`config.mk`:
```
export PLATFORM = sky130hd
export DESIGN_NAME = dur_readback
export DESIGN_NICKNAME = d
export VERILOG_FILES = /design/src/rtl/dur_pkg.sv /design/src/rtl/dur_if.sv /design/src/rtl/dur_strobe.sv /design/src/rtl/dur_readback.sv
export SDC_FILE = /design/constraint.sdc
export NUM_CORES = 1
export LEC_CHECK = 0
export ABC_CLOCK_PERIOD_IN_PS = 1940
export BUFFER_PORTS_ARGS = -buffer_cell sky130_fd_sc_hd__buf_2
export CORE_UTILIZATION = 40
export DETAILED_ROUTE_END_ITERATION = 16
export PLACE_DENSITY = 0.72
export SYNTH_ARGS = -nofsm -noshare
export SYNTH_HDL_FRONTEND = slang
export SYNTH_SLANG_ARGS = --single-unit
```
`constraint.sdc`:
```
create_clock -name mclk_i -period 1.94 [get_ports mclk_i]
set_input_delay 0.388 -clock mclk_i [delete_from_list [all_inputs] [get_ports mclk_i]]
set_output_delay 0.388 -clock mclk_i [all_outputs]
set_load 0.02 [all_outputs]
```
`src/rtl/dur_pkg.sv`:
```
// Package of constants for the dual image upgrade read-back block.
// Assumes a word-indexed register port with offsets 0..7.
package dur_pkg;
  localparam logic [2:0] ADDR_TRIGGER = 3'h0;
  localparam logic [2:0] ADDR_IMAGE_LOAD = 3'h1;
  localparam logic [2:0] ADDR_FETCH = 3'h2;
  localparam logic [2:0] ADDR_BUSY = 3'h3;
  localparam logic [2:0] ADDR_WATCHDOG_READBACK = 3'h4;
  localparam logic [2:0] ADDR_PRIOR_STATE_ONE = 3'h5;
  localparam logic [2:0] ADDR_PRIOR_STATE_TWO = 3'h6;
  localparam logic [2:0] ADDR_IMAGE_SELECT_READBACK = 3'h7;
  // Offset 0 fields
  localparam int TRIG_RECONFIG_BIT = 0;
  localparam int TRIG_WD_RESTART_BIT = 1;
  // Offset 2 fields
  localparam int FETCH_WD_BIT = 0;
  localparam int FETCH_PRIOR_TWO_BIT = 1;
  localparam int FETCH_PRIOR_ONE_BIT = 2;
  localparam int FETCH_IMAGE_BIT = 3;
  localparam int FETCH_COUNT = 4;
  // Offset 4 layout
  localparam int WD_VALUE_LSB = 0;
  localparam int WD_VALUE_W = 12;
  localparam int WD_FULL_W = 29;
  localparam int WD_STATE_BIT = 12;
  localparam int WD_MSM_LSB = 13;
  localparam int MSM_W = 4;
  // Offsets 5 and 6 layout
  localparam int PS_SRC_LSB = 0;
  localparam int PS_MSM_LSB = 4;
  // Offset 7 layout
  localparam int IMG_OVR_BIT = 0;
  localparam int IMG_SEL_BIT = 1;
  // Timing
  localparam int CLK_MHZ = 125;
  localparam int STROBE_NS = 250;
  localparam int STROBE_CYCLES = (STROBE_NS * CLK_MHZ + 999) / 1000;
  localparam int XFER_CYCLES = 8;
  localparam logic [31:0] ZERO_WORD = 32'h0000_0000;
  typedef enum logic [2:0]
  {
    ST_IDLE = 3'b001,
    ST_XFER = 3'b010,
    ST_DONE = 3'b100
  } dur_state_t;
endpackage

```
`src/rtl/dur_if.sv`:
```
// Interface carrying the strobe timer's request and state.
// Assumes both ends share mclk_i.
interface dur_strobe_if;
  logic fire;
  logic active;
  modport ctrl (output fire, input active);
  modport timer (input fire, output active);
endinterface

```
`src/rtl/dur_strobe.sv`:
```
// Pulse stretcher holding an active-high strobe for a fixed cycle count.
// Assumes a synchronous active-high reset and a shared clock enable.
module dur_strobe
  import dur_pkg::*;
#(
  parameter int CYCLES = STROBE_CYCLES
)
(
  input wire logic mclk_i,
  input wire logic sys_rst_i,
  input wire logic ce_i,
  dur_strobe_if.timer port
);
  localparam int CW = $clog2(CYCLES + 1);
  logic [CW-1:0] cnt_ff;
  logic [CW-1:0] nxt_cnt;

  // Load on fire, count down otherwise
  always_comb
  begin
    nxt_cnt = cnt_ff;
    if (port.fire)
    begin
      nxt_cnt = CW'(CYCLES);
    end
    else if (cnt_ff != '0)
    begin
      nxt_cnt = cnt_ff - 1'b1;
    end
  end

  always_ff @(posedge mclk_i)
  begin
    if (sys_rst_i)
    begin
      cnt_ff <= '0;
    end
    else if (ce_i)
    begin
      cnt_ff <= nxt_cnt;
    end
  end

  assign port.active = (cnt_ff != '0);
endmodule

```
`src/rtl/dur_readback.sv`:
```
// Register port, busy handling and read-back of the upgrade block status.
// Assumes upgrade block status words are presented on plain inputs and
// sampled while an exchange runs; the upgrade clock is made here.
module dur_readback
  import dur_pkg::*;
#(
  parameter int XFER_LEN = XFER_CYCLES
)
(
  input wire logic mclk_i,
  input wire logic sys_rst_i,
  input wire logic ce_i,
  input wire logic [2:0] addr_i,
  input wire logic wr_i,
  input wire logic rd_i,
  input wire logic [31:0] wdata_i,
  output logic [31:0] rdata_o,
  output logic busy_o,
  input wire logic [WD_FULL_W-1:0] wd_count_i,
  input wire logic wd_state_i,
  input wire logic [MSM_W-1:0] msm_cur_i,
  input wire logic [3:0] ps1_src_i,
  input wire logic [MSM_W-1:0] ps1_msm_i,
  input wire logic [3:0] ps2_src_i,
  input wire logic [MSM_W-1:0] ps2_msm_i,
  output logic upgrade_block_clock_o,
  output logic watchdog_restart_n_o,
  output logic reconfig_request_n_o,
  output logic image_ovr_o,
  output logic image_sel_o
);
  localparam int XW = $clog2(XFER_LEN + 1);

  dur_state_t state_ff, nxt_state;
  logic [XW-1:0] xcnt_ff, nxt_xcnt;
  logic [FETCH_COUNT-1:0] pend_ff, nxt_pend;
  logic [16:0] wd_ff, nxt_wd;
  logic [7:0] ps1_ff, nxt_ps1;
  logic [7:0] ps2_ff, nxt_ps2;
  logic img_ovr_ff, nxt_img_ovr;
  logic img_sel_ff, nxt_img_sel;
  // Offset 7 copy, refreshed only by an input-register fetch
  logic [1:0] imgrb_ff, nxt_imgrb;
  logic [31:0] rdata_ff, nxt_rdata;
  logic clkdiv_ff;
  logic wr_ok;
  dur_strobe_if rst_if ();
  dur_strobe_if cfg_if ();

  // Decode one address for a write
  function automatic logic hit(input logic [2:0] a, input logic [2:0] want);
    return a == want;
  endfunction

  // Register writes are refused while an exchange is running
  assign wr_ok = ce_i & wr_i & (state_ff == ST_IDLE);

  // Restart bypasses busy gating on purpose
  assign rst_if.fire = ce_i & wr_i & hit(addr_i, ADDR_TRIGGER)
    & wdata_i[TRIG_WD_RESTART_BIT];
  assign cfg_if.fire = wr_ok & hit(addr_i, ADDR_TRIGGER)
    & wdata_i[TRIG_RECONFIG_BIT];

  // Strobe timers sized from the clock rate
  dur_strobe #(.CYCLES(STROBE_CYCLES)) u_rst_strobe
  (
    .mclk_i(mclk_i),
    .sys_rst_i(sys_rst_i),
    .ce_i(ce_i),
    .port(rst_if.timer)
  );
  dur_strobe #(.CYCLES(STROBE_CYCLES)) u_cfg_strobe
  (
    .mclk_i(mclk_i),
    .sys_rst_i(sys_rst_i),
    .ce_i(ce_i),
    .port(cfg_if.timer)
  );

  // Exchange sequencer and captured read-back values
  always_comb
  begin
    nxt_state = state_ff;
    nxt_xcnt = xcnt_ff;
    nxt_pend = pend_ff;
    nxt_wd = wd_ff;
    nxt_ps1 = ps1_ff;
    nxt_ps2 = ps2_ff;
    nxt_img_ovr = img_ovr_ff;
    nxt_img_sel = img_sel_ff;
    nxt_imgrb = imgrb_ff;
    case (state_ff)
      ST_IDLE:
      begin
        if (wr_ok && hit(addr_i, ADDR_FETCH)
          && wdata_i[FETCH_COUNT-1:0] != '0)
        begin
          nxt_pend = wdata_i[FETCH_COUNT-1:0];
          nxt_xcnt = XW'(XFER_LEN);
          nxt_state = ST_XFER;
        end
        else if (wr_ok && hit(addr_i, ADDR_IMAGE_LOAD))
        begin
          // Image choice is latched here, not taken from the pin
          nxt_img_ovr = wdata_i[IMG_OVR_BIT];
          nxt_img_sel = wdata_i[IMG_SEL_BIT];
          nxt_pend = '0;
          nxt_xcnt = XW'(XFER_LEN);
          nxt_state = ST_XFER;
        end
      end
      ST_XFER:
      begin
        if (xcnt_ff > XW'(1))
        begin
          nxt_xcnt = xcnt_ff - 1'b1;
        end
        else
        begin
          nxt_xcnt = '0;
          nxt_state = ST_DONE;
        end
      end
      ST_DONE:
      begin
        // Values change only when a fetch completes
        if (pend_ff[FETCH_WD_BIT])
        begin
          nxt_wd = {msm_cur_i, wd_state_i,
            wd_count_i[WD_FULL_W-1 -: WD_VALUE_W]};
        end
        if (pend_ff[FETCH_PRIOR_ONE_BIT])
        begin
          nxt_ps1 = {ps1_msm_i, ps1_src_i};
        end
        if (pend_ff[FETCH_PRIOR_TWO_BIT])
        begin
          nxt_ps2 = {ps2_msm_i, ps2_src_i};
        end
        if (pend_ff[FETCH_IMAGE_BIT])
        begin
          nxt_imgrb[IMG_OVR_BIT] = img_ovr_ff;
          nxt_imgrb[IMG_SEL_BIT] = img_sel_ff;
        end
        nxt_pend = '0;
        nxt_state = ST_IDLE;
      end
      default:
      begin
        nxt_state = ST_IDLE;
      end
    endcase
  end

  always_ff @(posedge mclk_i)
  begin
    if (sys_rst_i)
    begin
      state_ff <= ST_IDLE;
      xcnt_ff <= '0;
      pend_ff <= '0;
      wd_ff <= '0;
      ps1_ff <= '0;
      ps2_ff <= '0;
      img_ovr_ff <= 1'b0;
      img_sel_ff <= 1'b0;
      imgrb_ff <= '0;
    end
    else if (ce_i)
    begin
      state_ff <= nxt_state;
      xcnt_ff <= nxt_xcnt;
      pend_ff <= nxt_pend;
      wd_ff <= nxt_wd;
      ps1_ff <= nxt_ps1;
      ps2_ff <= nxt_ps2;
      img_ovr_ff <= nxt_img_ovr;
      img_sel_ff <= nxt_img_sel;
      imgrb_ff <= nxt_imgrb;
    end
  end

  // Read mux, served any time without waiting on busy
  always_comb
  begin
    nxt_rdata = rdata_ff;
    if (ce_i && rd_i)
    begin
      nxt_rdata = ZERO_WORD;
      case (addr_i)
        ADDR_BUSY: nxt_rdata[0] = (state_ff != ST_IDLE);
        ADDR_WATCHDOG_READBACK:
        begin
          nxt_rdata[16:0] = wd_ff;
        end
        ADDR_PRIOR_STATE_ONE: nxt_rdata[7:0] = ps1_ff;
        ADDR_PRIOR_STATE_TWO: nxt_rdata[7:0] = ps2_ff;
        ADDR_IMAGE_SELECT_READBACK:
        begin
          nxt_rdata[IMG_OVR_BIT] = imgrb_ff[IMG_OVR_BIT];
          nxt_rdata[IMG_SEL_BIT] = imgrb_ff[IMG_SEL_BIT];
        end
        default: nxt_rdata = ZERO_WORD;
      endcase
    end
  end

  always_ff @(posedge mclk_i)
  begin
    if (sys_rst_i)
    begin
      rdata_ff <= ZERO_WORD;
      clkdiv_ff <= 1'b0;
    end
    else if (ce_i)
    begin
      rdata_ff <= nxt_rdata;
      clkdiv_ff <= ~clkdiv_ff;
    end
  end

  // Busy straight from the sequencer, so it rises with the write edge
  assign busy_o = (state_ff != ST_IDLE);
  assign rdata_o = rdata_ff;
  assign upgrade_block_clock_o = clkdiv_ff;
  assign watchdog_restart_n_o = ~rst_if.active;
  assign reconfig_request_n_o = ~cfg_if.active;
  assign image_ovr_o = img_ovr_ff;
  assign image_sel_o = img_sel_ff;
endmodule

```
* Word-level counts from Yosys, hierarchy flattened
Index checks and enable logic that the tools add are counted.
Operators by class: reduce and logical (&&, ||, !) cells 23, multiplexer cells 19, order comparisons 1, $add $sub $neg 3, equal/unequal tests 13, bitwise gates (word level) 10
Operator list (count):
- $mux W6 | 4
- $reduce_and A3 Y1 | 7
- $mux W4 | 5
- $pmux W6 S3 | 1
- $pmux W4 S2 | 2
- $eq A3 B3 Y1 const B | 5
- $reduce_bool A6 Y1 | 2
- $sub A6 B1 Y6 const B | 2
- $eq A3 B2 Y1 const B | 3
- $mux W3 | 3
- $mux W9 | 1
- $reduce_bool A2 Y1 | 4
- $and A1 B1 Y1 | 6
- $eq A3 B1 Y1 const B | 2
- $ne A3 B1 Y1 const B | 2
- $pmux W3 S2 | 1
- $reduce_and A2 Y1 | 3
- $pmux W1 S5 | 1
- $gt A4 B1 Y1 const B | 1
- $logic_and A1 B1 Y1 | 4
- $not A1 Y1 | 4
- $pmux W1 S4 | 1
- $reduce_and A4 Y1 | 1
- $reduce_bool A4 Y1 | 1
- 3 further kinds | 3
Word-level totals: word-level logic and storage cells 82, output and inout bits 38, bits in registers 78

* Depth between registers and ports, before layout
word-level depth 6, gate-level depth with buffers 7

* Modules after synthesis
From an unflattened synthesis, not the netlist that was laid out.
Unflattened totals: cell total of the unflattened synthesis 424, area total of the unflattened synthesis 3649.8 um2
By module, submodules not included:
- dur_readback | times used 1, cells an instance 338, sequential area each 1321.3 um2, area an instance 2899.0 um2
- dur_strobe at u_cfg_strobe | times used 1, cells an instance 44, sequential area each 120.1 um2, area an instance 381.6 um2
- dur_strobe at u_rst_strobe | times used 1, cells an instance 42, sequential area each 120.1 um2, area an instance 369.1 um2

* Worst setup path after synthesis
Ideal clock, no wire load.
kind input to register, start input wdata_i[1], end register xcnt_ff[1], arrival 1455 ps, path buffers 0, cell stages on the path 4, slack 353 ps, required time 1808 ps, cells stage by stage or4_4 a221oi_4 a2111o_1 a21oi_1
On the way: cells in the longest elaborated chain, start to end 4, elaborated cells on any way between the ends 6, those cells by class eq/ne: 1; mux: 2; reduce/logical: 3
RTL lines:
- start, declared | RTL line dur_readback.sv:16 | input wire logic [31:0] wdata_i,
- $reduce_bool A4 Y1 (*) | RTL line dur_readback.sv:96 | && wdata_i[FETCH_COUNT-1:0] != '0)
- $logic_and A1 B1 Y1 (*) | RTL line dur_readback.sv:96
- $ne A3 B1 Y1 (no source line) or $mux W4 (tied branches)
- $reduce_and A3 Y1 (no source line) or $pmux W4 S2 (tied branches)
- end signal, assigned | RTL line dur_readback.sv:172 | xcnt_ff <= nxt_xcnt;
- end, declared | RTL line dur_readback.sv:35 | logic [XW-1:0] xcnt_ff, nxt_xcnt;
Every way passes the cells marked *; elsewhere a longest branch is shown, timed or not. A chain may end at the register's enable or synchronous reset.

* Final worst setup path
start register u_cfg_strobe.cnt_ff[2], end output reconfig_request_n_o
On the way: cells in the longest elaborated chain, start to end 2
RTL lines:
- start, declared | RTL line dur_strobe.sv:15 | logic [CW-1:0] cnt_ff;
- start signal, assigned | RTL line dur_strobe.sv:40 | cnt_ff <= nxt_cnt;
- $reduce_bool A6 Y1 | RTL line dur_strobe.sv:44 | assign port.active = (cnt_ff != '0);
- $not A1 Y1 | RTL line dur_readback.sv:227 | assign reconfig_request_n_o = ~cfg_if.active;
- end, declared | RTL line dur_readback.sv:28 | output logic reconfig_request_n_o,
Every way passes these cells.

==> metrics.txt <==
routability cong.=0.778; ANT nets after route=0; synth unique cells=52; Post-Route Skew=12.1 ps; Initial Util=42.0%; DR pass1 iterations=4; Area growth, synth to finish=18.3%; fill count=~810; vias in the first global route=2895; area share of the largest cell type after synthesis=44.6%; total chip power=4.10 mW; DR WL/cell=13.5 µm; # rows=33; Core Footprint=8340 µm²; Syn Inst Count=around 400; width of the die=approximately 96 µm; post-route minimum period=between 1500 and 2000 ps; post-CTS setup buffer count=0; PortBufs=67; post-synth top area cell=dfxtp_1; hold depth=3; commonest non-fill, non-tap cell in the layout=dfxtp_1; Num CTS Buffers=9; Remaining Overflow, GRT=0; clock latency on the worst-skew pair=360 ps; Synth Flop Type=dfxtp_1; most frequent cells in the layout=78 x dfxtp_1, 67 x buf_2, 63 x nand2_1; final setup TNS=0 ps; Max Fclk=547 MHz; flop2flop setup slack=roughly 320 ps; clk slew on worst S/H paths=roughly 90 ps; Setup-failing EPs final=0; Max-cap violations=0; pwr dens=990 nW/µm²; Area contributors post-synth=dfxtp_1 45%, nand2_1 6.8%, a21oi_1 6.3%; share of cells above drive strength 1=22.8%; status=finished clean; Req. time, crit path=1550 ps; Synth Cell Area=between 3000 and 4000 µm²; FF+latch count, synth=around 80; Leakage=about 1.6 nW; yosys warns=0; clk buf depth=2; CTS tree=yes; largest net degree at the start of global routing=24; HP Class=primary input to flip-flop; Reg area=~1600 µm²; RR Endpoint=xcnt_ff[1]$_SDFFE_PP0P_; syn avg cell area=8.67 µm²; Worst VDD drop=0.397 mV; Post-synth ARST share=0%; number of synthesized flops with an enable pin=0; Routed WL=7860 µm; initial DRC count=about 130; WS Path Type=flip-flop to output port; Worst setup SP type=flip-flop; nature of the critical path endpoint=output port; R2R depth=4; clk root buf=clkbuf_8; period utilization=94.2%; via count=3023; global-route usage over all layers=a little under a fifth; Inserted Diodes=0; hold_buf cts=0; final hold viol count=0; Worst Path Max Fanout=5; RSZ-0062 raised after global routing=no; IO Pins=128; full die area=roughly 9000 µm²; Nets=570; multi-input logic area=1750 µm²; sequential element share of the synthesized area=44.6%; htree depth=3; Remaining DRCs=0; Hold Crit Start=msm_cur_i[2]; Die H=95.6 µm; clk sink count=78; first-pass GRT wire length=13100 µm; hpwl dp=5850 µm; Slew Viols, Final=0; Worst Hold End=wd_ff[15]$_SDFFE_PP0P_; worst path arrival time=about 1400 ps; Gates resized, CTS repair=0; vias per cell=5.19; r2r startpoint=state_ff[1]$_SDFFE_PP0P_; initial antenna violation count=0
critical path, cell delays in order, from the launching register on:
cell and delay (ps):
dfxtp_1 350, or3_1 450, nor2_1 120, buf_2 170
flip-flops by register name, indices dropped and copies added (netlist names):
name / flops
rdata_o: 17
wd_ff: 17
ps1_ff: 8
ps2_ff: 8
u_cfg_strobe.cnt_ff: 6
u_rst_strobe.cnt_ff: 6
pend_ff: 4
xcnt_ff: 4
state_ff: 3
imgrb_ff: 2
image_ovr_o: 1
image_sel_o: 1
upgrade_block_clock_o: 1
logic make-up (layout without fill, tap and decap cells):
logic type,Yosys count,in the layout,share of synthesized area (%)
AOI/OAI and AO/OA,98,98,19.3
adders and majority gates,6,6,2.14
DFF,78,78,44.6
and+or+nand+nor,154,154,20.5
buffers and inverters,46,106,6.97
other,1,15,0.107
muxes,11,11,3.86
xor gates and xnor gates,10,10,2.50
worst max path at each step:
stage	to	slack [ps]	from	cells past startpoint
2_1_floorplan	xcnt_ff[1]$_SDFFE_PP0P_	350	wdata_i[1]	4
3_3_place_gp	xcnt_ff[3]$_SDFFE_PP0P_	150	wdata_i[1]	5
3_5_place_dp	xcnt_ff[2]$_SDFFE_PP0P_	130	wdata_i[1]	5
4_1_cts	reconfig_request_n_o	100	u_cfg_strobe.cnt_ff[2]$_SDFFE_PP0P_	3
5_1_grt	reconfig_request_n_o	10	u_cfg_strobe.cnt_ff[2]$_SDFFE_PP0P_	3
6_report	reconfig_request_n_o	110	u_cfg_strobe.cnt_ff[2]$_SDFFE_PP0P_	3
layout make-up:
type	count	area share [%]
Multi-Input combinational cell	294	42.2
Sequential cell	78	37.7
Timing Repair Buffer	81	10.6
Clock buffer	10	3.32
Tap cell	105	3.17
Clock inverter	5	2.02
Inverter	10	0.907
metrics by stage:
step	utilization (%)	cell area (µm²)	hold WS [ps]	std cells	worst slack, ps
6_report	49.6	4140	259	583	112
5_1_grt	49.6	4140	266	583	12.0
4_1_cts	49.6	4140	254	583	96.3
3_5_place_dp	47.0	3920	447	568	132
3_3_place_gp	47.0	3920	442	568	148
2_1_floorplan	-	3550	433	418	353
where the power goes:
group          switching (mW)  internal [mW]  leakage, nW
sequential              0.104           1.71        0.631
clock                   0.595          0.754        0.105
combinational           0.552          0.382        0.888
Yosys cell counts, types with 6 or more instances:
cell type / n
o2bb2ai_1: 6
buf_2: 8
ha_1: 6
a22oi_1: 15
a21oi_1: 44
nand2b_1: 7
xor2_1: 7
nor2_1: 36
nand3_1: 24
nand2_1: 63
dfxtp_1: 78
mux2i_1: 9
clkbuf_1: 8
inv_1: 10
buf_4: 16
per-layer routing:
layer	GRT usage, %	part of all wire [%]
met2	30.6	48
met5	0	0
met1	23.8	45
met3	3.43	5.5
met4	8.46	1.7
(Power assumes the default switching activity.)
